**config.mk**
```make
export PLATFORM = sky130hd
export DESIGN_NAME = nfc_host
export DESIGN_NICKNAME = d
export VERILOG_FILES = /design/src/design/nfc_host.v /design/src/design/nfc_sync.v /design/src/design/nfc_timer.v
export VERILOG_INCLUDE_DIRS = /design/src /design/src/design
export SDC_FILE = /design/constraint.sdc
export NUM_CORES = 1
export LEC_CHECK = 0
export BUFFER_PORTS_ARGS = -buffer_cell sky130_fd_sc_hd__buf_2
export CORE_ASPECT_RATIO = 1.75
export CORE_MARGIN = 1
export CORE_UTILIZATION = 55
export DETAILED_ROUTE_END_ITERATION = 8
export PLACE_DENSITY_LB_ADDON = 0.15
export SLEW_MARGIN = 20
export SYNTH_ARGS = -nofsm -noshare
export SYNTH_HDL_FRONTEND = slang
export SYNTH_SLANG_ARGS = --single-unit
```
**constraint.sdc**
```tcl
create_clock -name clk_sys -period 13.85 [get_ports clk_sys]
set_input_delay 0 -clock clk_sys [delete_from_list [all_inputs] [get_ports clk_sys]]
set_output_delay 0 -clock clk_sys [all_outputs]
set_load 0.01 [all_outputs]
```
**src/design/nfc_defines.vh**
```
// Purpose: Constants for the NOR flash host controller
// Assumes: 250 MHz system clock, 4 ns period
// Notes:   Times in ns; cycle counts derived from them
`ifndef NFC_DEFINES_VH
`define NFC_DEFINES_VH
`define NFC_CLK_NS          4
// Register offsets on the Wishbone slave (byte addresses)
`define NFC_REG_CTRL        4'h0
`define NFC_REG_ADDR        4'h4
`define NFC_REG_WDATA       4'h8
`define NFC_REG_STATUS      4'hc
// Control register fields
`define NFC_CTRL_GO         0
`define NFC_CTRL_WRITE      1
`define NFC_CTRL_RESET      2
`define NFC_CTRL_UNPROT     3
`define NFC_CTRL_SECT       4
`define NFC_CTRL_UNSEL      5
`define NFC_CTRL_TOGGLE     6
`define NFC_CTRL_USECE      7
// Status register fields
`define NFC_ST_BUSY         0
`define NFC_ST_RDYBSY       1
`define NFC_ST_TOGDONE      2
`define NFC_ST_TOGERR       3
`define NFC_ST_EKEEP        4
// Timing in ns, counts in cycles
`define NFC_T_RP_NS         500
`define NFC_T_RP_CYC        24'h00007d
`define NFC_T_READY_NS      20000
`define NFC_T_READY_CYC     24'h001388
`define NFC_T_RH_NS         50
`define NFC_T_RH_CYC        24'h00000d
`define NFC_T_RSP_NS        4000
`define NFC_T_RSP_CYC       24'h0003e8
`define NFC_T_BUSY_NS       90
`define NFC_T_BUSY_CYC      24'h000017
`define NFC_T_CYC_NS        120
`define NFC_T_CYC_CYC       24'h00001e
`define NFC_T_ERASE_NS      700000000
`endif

```
**src/design/nfc_host.v**
```verilog
// Purpose: Host controller driving a parallel NOR flash by its pins
// Assumes: Wishbone classic slave, 32-bit data, 250 MHz clk_sys
// Notes:   Software sequences commands; block times pin cycles
// Behaviour
// - Wait 50 ns after reset release
// - Toggle reads by chip select or enable
// - Protect address encodings on bits 6,1,0
// - Hold unprotect level 4 us before write
//
// Local design decisions: the register offsets and the Wishbone register port.
`timescale 1ns/10ps
`include "nfc_defines.vh"
module nfc_host
#(
    parameter [23:0] READY_CYC = `NFC_T_READY_CYC,
    parameter [23:0] RSP_CYC   = `NFC_T_RSP_CYC
)
(
    input  wire        clk_sys,
    input  wire        rst,
    input  wire        wb_cyc_i,
    input  wire        wb_stb_i,
    input  wire        wb_we_i,
    input  wire [3:0]  wb_adr_i,
    input  wire [3:0]  wb_sel_i,
    input  wire [31:0] wb_dat_i,
    output reg  [31:0] wb_dat_o,
    output reg         wb_ack_o,
    output reg         flashCeN,
    output reg         flashOeN,
    output reg         flashWeN,
    output reg         flashResetN,
    output reg         unprotLevelEn,
    output reg  [19:0] flashAddr,
    output reg  [15:0] flashDqOut,
    output reg         flashDqOe,
    input  wire [15:0] flashDqIn,
    input  wire        readyBusyN
);
    localparam [3:0] ST_IDLE  = 4'h0;
    localparam [3:0] ST_RST   = 4'h1;
    localparam [3:0] ST_RREC  = 4'h2;
    localparam [3:0] ST_RHOLD = 4'h3;
    localparam [3:0] ST_VID   = 4'h4;
    localparam [3:0] ST_WR    = 4'h5;
    localparam [3:0] ST_WREC  = 4'h6;
    localparam [3:0] ST_RD    = 4'h7;
    localparam [3:0] ST_RDEND = 4'h8;
    localparam [3:0] ST_BUSYW = 4'h9;
    localparam [3:0] ST_TG1   = 4'ha;
    localparam [3:0] ST_TG2   = 4'hb;
    localparam [3:0] ST_TG3   = 4'hc;

    reg  [3:0]  state_r;
    reg  [3:0]  state_nxt;
    reg  [7:0]  ctrl_r;
    reg  [19:0] addr_r;
    reg  [15:0] wdata_r;
    reg  [15:0] rdata_r;
    reg  [15:0] tog1_r;
    reg         togDone_r;
    reg         togErr_r;
    reg         eraseKeep_r;
    reg         midAlgo_r;
    reg         tLoad;
    reg  [23:0] tValue;
    wire        tDone;
    wire        rbSync;
    wire [15:0] dqSync;
    wire        wbReq;
    wire        busy;

    assign wbReq = wb_cyc_i & wb_stb_i & ~wb_ack_o;
    assign busy  = (state_r != ST_IDLE);

    // Pin inputs pass two flops before use
    nfc_sync u_syncRb
    (
        .clk_sys (clk_sys),
        .rst     (rst),
        .din     (readyBusyN),
        .dout    (rbSync)
    );
    genvar gi;
    generate
        for (gi = 0; gi < 16; gi = gi + 1)
        begin : g_dq
            nfc_sync u_syncDq
            (
                .clk_sys (clk_sys),
                .rst     (rst),
                .din     (flashDqIn[gi]),
                .dout    (dqSync[gi])
            );
        end
    endgenerate

    // One shared timer for every pin delay
    nfc_timer #(.W(24)) u_timer
    (
        .clk_sys (clk_sys),
        .rst     (rst),
        .load    (tLoad),
        .value   (tValue),
        .done    (tDone)
    );

    // Wishbone slave: one-cycle ack, unmapped reads zero
    always @(posedge clk_sys or posedge rst)
    begin
        if (rst)
        begin
            wb_ack_o <= 1'b0;
            wb_dat_o <= 32'h0;
            ctrl_r   <= 8'h0;
            addr_r   <= 20'h0;
            wdata_r  <= 16'h0;
        end
        else
        begin
            wb_ack_o <= wbReq;
            ctrl_r[`NFC_CTRL_GO] <= 1'b0; // Go is a self-clearing strobe
            if (wbReq && wb_we_i && wb_sel_i[0] && wb_adr_i == `NFC_REG_CTRL &&
                (!busy || (state_r == ST_BUSYW && wb_dat_i[`NFC_CTRL_RESET])))
                ctrl_r <= wb_dat_i[7:0];
            if (wbReq && wb_we_i && wb_adr_i == `NFC_REG_ADDR)
            begin
                if (wb_sel_i[0])
                    addr_r[7:0] <= wb_dat_i[7:0];
                if (wb_sel_i[1])
                    addr_r[15:8] <= wb_dat_i[15:8];
                if (wb_sel_i[2])
                    addr_r[19:16] <= wb_dat_i[19:16];
            end
            if (wbReq && wb_we_i && wb_adr_i == `NFC_REG_WDATA)
            begin
                if (wb_sel_i[0])
                    wdata_r[7:0] <= wb_dat_i[7:0];
                if (wb_sel_i[1])
                    wdata_r[15:8] <= wb_dat_i[15:8];
            end
            case (wb_adr_i)
                `NFC_REG_CTRL   : wb_dat_o <= {24'h0, 1'b0, ctrl_r[6:0]};
                `NFC_REG_ADDR   : wb_dat_o <= {12'h0, addr_r};
                `NFC_REG_WDATA  : wb_dat_o <= {16'h0, wdata_r};
                `NFC_REG_STATUS : wb_dat_o <= {rdata_r, 11'h0, eraseKeep_r, togErr_r,
                                               togDone_r, rbSync, busy};
                default         : wb_dat_o <= 32'h0;
            endcase
        end
    end

    // Sequencer next state and timer loads
    always @*
    begin
        state_nxt = state_r;
        tLoad     = 1'b0;
        tValue    = 24'h0;
        case (state_r)
            ST_IDLE, ST_BUSYW: // A reset order may cut a busy wait
            begin
                if (ctrl_r[`NFC_CTRL_GO])
                begin
                    tLoad = 1'b1;
                    if (ctrl_r[`NFC_CTRL_RESET])
                    begin
                        state_nxt = ST_RST;
                        tValue    = `NFC_T_RP_CYC;
                    end
                    else if (ctrl_r[`NFC_CTRL_UNPROT])
                    begin
                        state_nxt = ST_VID;
                        tValue    = RSP_CYC;
                    end
                    else if (ctrl_r[`NFC_CTRL_WRITE])
                    begin
                        state_nxt = ST_WR;
                        tValue    = `NFC_T_CYC_CYC;
                    end
                    else
                    begin
                        state_nxt = ST_RD;
                        tValue    = `NFC_T_CYC_CYC;
                    end
                end
                else if (rbSync)
                    state_nxt = ST_IDLE;
            end
            ST_RST:
            begin
                if (tDone)
                begin
                    state_nxt = ST_RREC;
                    tLoad     = 1'b1;
                    tValue    = midAlgo_r ? READY_CYC : `NFC_T_RP_CYC;
                end
            end
            ST_RREC:
            begin
                if (tDone)
                begin
                    state_nxt = ST_RHOLD;
                    tLoad     = 1'b1;
                    tValue    = `NFC_T_RH_CYC;
                end
            end
            ST_WR:
            begin
                if (tDone)
                begin
                    state_nxt = ST_WREC;
                    tLoad     = 1'b1;
                    tValue    = `NFC_T_BUSY_CYC;
                end
            end
            ST_WREC:
            begin
                if (tDone)
                    state_nxt = ST_BUSYW;
            end
            // Read strobes and toggle gaps step through consecutive codes
            ST_RD, ST_TG1, ST_TG2:
            begin
                if (tDone)
                begin
                    state_nxt = state_r + 4'h1;
                    tLoad     = 1'b1;
                    tValue    = `NFC_T_CYC_CYC;
                end
            end
            ST_RDEND:
            begin
                if (tDone)
                begin
                    tLoad  = ctrl_r[`NFC_CTRL_TOGGLE];
                    tValue = `NFC_T_CYC_CYC;
                    state_nxt = ctrl_r[`NFC_CTRL_TOGGLE] ? ST_TG1 : ST_IDLE;
                end
            end
            ST_VID, ST_RHOLD, ST_TG3:
            begin
                if (tDone)
                    state_nxt = ST_IDLE;
            end
            default: state_nxt = ST_IDLE;
        endcase
    end

    // Pin drive and status capture
    always @(posedge clk_sys or posedge rst)
    begin
        if (rst)
        begin
            state_r       <= ST_IDLE;
            flashCeN      <= 1'b1;
            flashOeN      <= 1'b1;
            flashWeN      <= 1'b1;
            flashResetN   <= 1'b0;
            unprotLevelEn <= 1'b0;
            flashAddr     <= 20'h0;
            flashDqOut    <= 16'h0;
            flashDqOe     <= 1'b0;
            rdata_r       <= 16'h0;
            tog1_r        <= 16'h0;
            togDone_r     <= 1'b0;
            togErr_r      <= 1'b0;
            eraseKeep_r   <= 1'b0;
            midAlgo_r     <= 1'b0;
        end
        else
        begin
            state_r     <= state_nxt;
            flashResetN <= (state_nxt != ST_RST);
            flashCeN    <= 1'b1;
            flashOeN    <= 1'b1;
            flashWeN    <= 1'b1;
            flashDqOe   <= 1'b0;
            if (ctrl_r[`NFC_CTRL_GO])
            begin
                midAlgo_r <= ~rbSync;
                togDone_r <= 1'b0;
                // Protect selects drive bits 6,1,0 on top of address
                if (ctrl_r[`NFC_CTRL_SECT])
                    flashAddr <= {addr_r[19:7], ctrl_r[`NFC_CTRL_UNSEL], addr_r[5:2], 2'b10};
                else
                    flashAddr <= addr_r;
                flashDqOut <= wdata_r;
                if (ctrl_r[`NFC_CTRL_UNPROT])
                    unprotLevelEn <= 1'b1;
            end
            if (ctrl_r[`NFC_CTRL_GO] && ctrl_r[`NFC_CTRL_RESET])
                unprotLevelEn <= 1'b0;
            case (state_nxt)
                ST_WR:
                begin
                    flashCeN  <= 1'b0;
                    flashWeN  <= 1'b0;
                    flashDqOe <= 1'b1;
                end
                ST_RD, ST_TG1, ST_TG3:
                begin
                    flashCeN <= 1'b0;
                    flashOeN <= 1'b0;
                end
                // Toggle reads pulse either CE or OE
                ST_RDEND, ST_TG2:
                begin
                    flashCeN <= ctrl_r[`NFC_CTRL_USECE];
                    flashOeN <= ~ctrl_r[`NFC_CTRL_USECE];
                end
                default: flashCeN <= 1'b1;
            endcase
            // Data sampled at end of each read strobe
            if (state_r == ST_RD && tDone)
                rdata_r <= dqSync;
            if (state_r == ST_TG1 && tDone)
                tog1_r <= dqSync;
            // Main bit toggles on any address; erase bit only in suspended sector
            if (state_r == ST_TG3 && tDone)
            begin
                togDone_r   <= (rdata_r[6] == dqSync[6]) && (tog1_r[6] == dqSync[6]);
                togErr_r    <= dqSync[5];
                eraseKeep_r <= (tog1_r[2] != dqSync[2]);
                rdata_r     <= dqSync;
            end
        end
    end
endmodule // nfc_host

```
**src/design/nfc_sync.v**
```verilog
// Purpose: Two-flop synchroniser for a pin input
// Assumes: Single bit, asynchronous source
// Notes:   First flop feeds only the second
`timescale 1ns/10ps
module nfc_sync
(
    input  wire clk_sys,
    input  wire rst,
    input  wire din,
    output reg  dout
);
    reg meta_r;
    // Double register against metastability
    always @(posedge clk_sys or posedge rst)
    begin
        if (rst)
        begin
            meta_r <= 1'b0;
            dout   <= 1'b0;
        end
        else
        begin
            meta_r <= din;
            dout   <= meta_r;
        end
    end
endmodule // nfc_sync

```
**src/design/nfc_timer.v**
```verilog
// Purpose: Loadable down-counter for pin timing
// Assumes: Load and count on clk_sys
// Notes:   done is high while count is zero
`timescale 1ns/10ps
module nfc_timer
#(
    parameter W = 16
)
(
    input  wire         clk_sys,
    input  wire         rst,
    input  wire         load,
    input  wire [W-1:0] value,
    output wire         done
);
    reg [W-1:0] cnt_r;
    // Reload wins over counting
    always @(posedge clk_sys or posedge rst)
    begin
        if (rst)
            cnt_r <= {W{1'b0}};
        else if (load)
            cnt_r <= value;
        else if (cnt_r != {W{1'b0}})
            cnt_r <= cnt_r - {{(W-1){1'b0}}, 1'b1};
    end
    assign done = (cnt_r == {W{1'b0}});
endmodule // nfc_timer

```
; After elaboration in Yosys (flattened, before gate mapping)
; Cells that the tools add are included.
; Widths: inputs -> output; s select.
[word_totals]
ram_bits = 0
n_memories = 0
in_bits = 62
reg_bits = 208
rom_bits = 0
output_inout_bits = 75
elab_cells = 172
latch_bits = 0
[classes]
shifts = 0
reduce_logical = 38
bitwise = 5
addsub = 2
n_mux = 43
div = 0
magnitude_cmp = 0
n_eq_ne = 25
mul = 0
[ops]
columns = operator, count
row1 = $pmux 32 s4, 1
row2 = $pmux 13 s5, 1
row3 = $mux 24, 2
row4 = $eq 4x4->1 const B, 11
row5 = $mux 4, 11
row6 = $mux 16, 2
row7 = $pmux 4 s8, 1
row8 = $mux 10, 3
row9 = $eq 4x3->1 const B, 7
row10 = $mux 13, 2
row11 = $logic_not 24->1, 1
row12 = $reduce_bool 24->1, 1
row13 = $sub 24x1->24 const B, 1
row14 = $logic_and 1x1->1, 12
row15 = $reduce_and 2->1, 6
row16 = $mux 1, 11
row17 = $mux 5, 2
row18 = $reduce_bool 2->1, 5
row19 = $reduce_or 3->1, 3
row20 = $eq 4x2->1 const B, 2
row21 = $logic_not 4->1, 2
row22 = $reduce_or 4->1, 2
row23 = $mux 7, 1
row24 = $reduce_or 6->1, 1
row25 = 15 further kinds, 22

; Depth between registers and ports, before layout
[logic_depth]
ltp_word = 8
mapped_depth = 12
depth_no_buf = 12

; Modules after synthesis
; Synthesis repeated with hierarchy kept, for this count alone.
[hier_totals]
hier_cells = 665
area_unflattened_um2 = 8574.5
[modules_own_cells]
columns = module, n_inst, cells_each, area_per_inst_um2, seq_area_each_um2
row1 = nfc_host, 1, 460, 6187.2, 3632.2
row2 = nfc_timer, 1, 154, 1472.7, 600.6
row3 = nfc_sync, 17, 3, 53.8, 50.0

; Worst setup path after synthesis
; Ideal clock, no wire load.
[synth_timing]
path_kind = register -> register
from = register u_timer.cnt_r[0]
to = register flashOeN
required_ps = 13771
setup_time_ps = 79
arrival_time_ps = 3041
setup_slack_ps = 10731
stages_incl_launch_ff = 12
path_cell_list = dfrtp_1 > inv_1 > ha_1 > or4b_1 > or4_1 > or2_1 > ha_1 > o32ai_1 > a211o_1 > nor2b_1 > or3b_1 > o211a_1
[synth_between]
elab_chain_len = 6
elab_cells_between_ends = 17
[synth_lines]
columns = item, line
row1 = "start, declared", nfc_timer.v:16  ; reg [W-1:0] cnt_r;
row2 = "start signal, assigned", nfc_timer.v:21  ; cnt_r <= {W{1'b0}};
row3 = "start signal, assigned", nfc_timer.v:23  ; cnt_r <= value;
row4 = "start signal, assigned", nfc_timer.v:25  ; cnt_r <= cnt_r - {{(W-1){1'b0}}, 1'b1};
row5 = $logic_not 24->1 (*), nfc_timer.v:27  ; assign done = (cnt_r == {W{1'b0}});
row6 = $mux 4 (tied with other cells), nfc_host.v:242  ; if (tDone)
row7 = $pmux 4 s8 (*), nfc_host.v:159  ; case (state_r)
row8 = named net state_nxt[0], nfc_host.v:55  ; reg [3:0] state_nxt;
row9 = $eq 4x3->1 or $eq 4x4->1 (tied branches), nfc_host.v:293  ; case (state_nxt)
row10 = $reduce_or 3->1 or $reduce_or 2->1 (tied branches), nfc_host.v:293
row11 = $pmux 1 s2 (*), nfc_host.v:293
row12 = "end signal, assigned", nfc_host.v:309  ; flashOeN <= ~ctrl_r[`NFC_CTRL_USECE];
row13 = "end, declared", nfc_host.v:30  ; output reg flashOeN,
; The timed path passes the listed nets; every way through them passes the cells marked *.
; A chain may end at the register's enable or synchronous reset.

; Final worst setup path
; Same ends and word-level chain as after synthesis.

==> results.py <==
metrics = {
    "floorplan": {
        "die_h_um": 164,
        "die-area_um2": 15600,
        "rows": 59,
        "die_w_um": 94.8,
        "ios": 137,
        "core_um2": 14800,
        "start_util": 0.561,
    },
    "synth": {
        "synthArstFlopShare": 1.00,
        "ys.flop_type": "dfrtp_1",
        "synth_cell_type_count": 59,
        "syn-cell-area_um2": 8280,
        "synthCells": 648,
        "synth_nets": 718,
        "synth_area_leaders": "dfrtp_1 60%, mux2_2 11%, nor2_1 2.9%, mux2_1 1.6%, nand2_1 1.5%",
        "synth_top_area_cell": "dfrtp_1",
        "yosysSeqAreaShare": 0.614,
        "synth.ff_latch_count": 203,
        "netlist.area_leader.share": 0.604,
        "synth_enable_flop_cells": 0,
        "syn_avg_cell_area_um2": 12.8,
        "yosysWarnings": 0,
    },
    "placed_design": {
        "port_buffers": 123,
        "place_congestion": 0.864,
        "pre_cts_ws_ns": 10.34,
        "placed_area_um2": 9060,
        "hpwlAfterDp_um": 12500,
    },
    "sta": {
        "max-slew-margin-rel": 0.298,
        "fmax_mhz": 284,
        "rsz0062_at_grt": "false",
        "setup_violations": 0,
        "hold_viol_final": 0,
        "finalWorstSetupSlack_ns": 10.32,
        "tns_ns": 0,
        "tightestPinTransition_ns": 1.05,
        "slew_viol_final": 0,
        "finClkSkew_ns": 0.0128,
        "hold_ws_ns": 0.0130,
        "min_period_ns": 3.53,
        "timing.final.crit_share": 0.255,
    },
    "outcome": {
        "status": "finished, final reports clean",
    },
    "cts": {
        "cts_tree": "built",
        "clk_path_buf_depth": 3,
        "cts_buffers": 19,
        "post_cts_buffers": 0,
        "clockRootBuffer": "clkbuf_16",
        "cts.sinks": 203,
        "cts.clk_slew.worst_paths_ns": 0.06,
        "cts_max_level": 1,
        "insertion_delay_ns": 0.48,
        "cts_resized": 0,
    },
    "routing": {
        "drt_iter0_drc": 180,
        "dr.max_layer_used": "met4",
        "wl_met3_um": 724,
        "num_vias": 5568,
        "drc": 0,
        "wl_met1_um": 6850,
        "routed_via_density": 5.50,
        "postRouteAntennaNets": 0,
        "wl_um": 18400,
        "wire_per_inst_um": 18.2,
        "dr.pass1.iters": 4,
        "wl_met2_um": 10400,
    },
    "final_layout": {
        "multi_input_area_um2": 3030,
        "finalNetCount": 889,
        "area_delta_synth_final_pct": 22.5,
        "regArea_um2": 5080,
        "finalInstanceArea_um2": 10100,
        "nFillCells": 1083,
        "drive_gt1_frac": 0.315,
    },
    "grt": {
        "grt_pass1_vias": 5931,
        "grt_max_degree": 130,
        "grt_pass1_wl_um": 30100,
        "overflow": 0,
        "gr-usage-all-layers": 0.252,
        "antenna_found_initial": 1,
    },
    "critical_path": {
        "cp-start-kind": "flop",
        "arrival_ns": 3.93,
        "crit_type": "flop to flop",
        "worstSetupEndpointType": "flop",
        "required_ns": 14.26,
        "cp_max_fo": 6,
    },
    "pwr": {
        "p_per_area_nw_per_um2": 136,
        "power.leakage_nw": 5.06,
        "ir_worst_vdd_mv": 0.105,
    },
    "job": {
        "max_cap_violations": 0,
    },
    "worst_hold_path": {
        "min_path_type": "input port to flop",
    },
}
## cell usage in the layout, fill, tap and decap left out, drive strengths merged, types with 3 or more instances in the layout
cell type    synthesis  layout
dfrtp              200     200
buf                 10     127
mux2                95      95
nor2                65      65
dlygate4sd3          0      47
nand2               32      32
clkbuf              14      25
a21oi               21      21
o21ai               21      21
and2                18      18
nor3                16      16
inv                 15      16
a22oi               12      12
mux2i               11      11
xnor2               11      11
nand3               10      10
xor2                10      10
ha                   8       8
nor2b                6       6
or3                  6       6
nor4                 6       6
and3                 5       5
nand2b               5       5
mux4                 4       4
or2                  4       4
o21a                 4       4
a21boi               3       3
nand4                3       3
dfstp                3       3
o211a                3       3
or4                  3       3
## logic make-up (layout without fill, tap and decap cells)
kind of cell | Yosys count | after routing | synth area share
and+or+nand+nor | 185 | 185 | 0.112
xor gates and xnor gates | 21 | 21 | 0.0222
muxes | 110 | 110 | 0.153
AOI/OAI and AO/OA | 80 | 80 | 0.0645
other | 0 | 1 | 0
adders and majority gates | 10 | 10 | 0.0145
DFF | 203 | 203 | 0.614
buffers and inverters | 39 | 220 | 0.0198
## registers in the layout (all words and copies together) (netlist names), 16 cells and up
| register | count |
|---|---|
| wb_dat_o | 32 |
| u_timer.cnt_r | 24 |
| addr_r | 20 |
| flashAddr | 20 |
| flashDqOut | 16 |
| g_dq.u_syncDq.dout | 16 |
| g_dq.u_syncDq.meta_r | 16 |
| rdata_r | 16 |
| wdata_r | 16 |
## synthesized netlist by cell type, drive strengths merged (5+ instances only)
library cell,n
buf,10
o21ai,21
nand2b,5
nor2,65
inv,15
a21oi,21
or3,6
ha,8
dfrtp,200
nor3,16
and3,5
nor2b,6
nor4,6
a22oi,12
nand3,10
clkbuf,14
mux2,95
nand2,32
and2,18
mux2i,11
xnor2,11
xor2,10
## through the flow
step | power [W] | std cells | utilization
after global routing | 0.00144 | 1013 | 0.687
final | 0.00138 | 1013 | 0.687
after CTS | 0.00139 | 1012 | 0.687
after detailed placement | 0.000859 | 934 | 0.613
after global placement | 0.000847 | 934 | 0.613
after floorplan | 0.000809 | 648 | -
## repair_timing
action                                  in CTS  in global routing
hold buffers                                47                  0
hold endpoints to repair                   195                  0
endpoints found under the setup margin       0                  0
## area by class of cell
class	instances	share of cell area
multi-input combinational	406	0.299
tap	183	0.0226
antenna	1	0.000247
clock buffer	25	0.0520
clock inverter	6	0.00875
timing repair buffer	174	0.110
sequential	203	0.501
inverter	15	0.00629
## routing by layer
metal / vias up / GRT usage
met5: - / 0
met4: 0 / 0.0813
met3: 32 / 0.0449
met2: 125 / 0.476
met1: 2821 / 0.278
li1: 2590 / -
## critical path: stages (launching register included)
cell and delay [ns]:
dfrtp_1 0.44, inv_1 0.11, ha_1 0.17, or4b_1 0.51
or4_1 0.50, or2_1 0.31, ha_1 0.20, o32ai_1 0.22
a211o_1 0.24, nor2b_1 0.25, or3b_1 0.37, o211a_1 0.12
## report_power, final
group          internal (W)  total (W)  leakage (nW)  switching [W]
clock              0.000306   0.000519         0.296       0.000213
sequential         0.000640   0.000684          2.69      0.0000436
combinational     0.0000812   0.000176          2.07      0.0000948
total               0.00103    0.00138          5.06       0.000351
## worst paths after layout
check	start	end	slack (ns)	depth (start not counted)
max	u_timer.cnt_r[0]$_DFFE_PP0P_	flashOeN$_DFF_PP1_	10.32	11
min	wb_adr_i[1]	wb_dat_o[10]$_DFF_PP0_	0.01	3
max reg2reg	u_timer.cnt_r[0]$_DFFE_PP0P_	flashOeN$_DFF_PP1_	10.32	11
min reg2reg	g_dq[6].u_syncDq.meta_r$_DFF_PP0_	g_dq[6].u_syncDq.dout$_DFF_PP0_	0.35	0
max in group asynchronous	rst	ctrl_r[0]$_DFF_PP0_	12.08	4
min in group asynchronous	rst	g_dq[14].u_syncDq.dout$_DFF_PP0_	0.24	3
(Power assumes the default switching activity.)
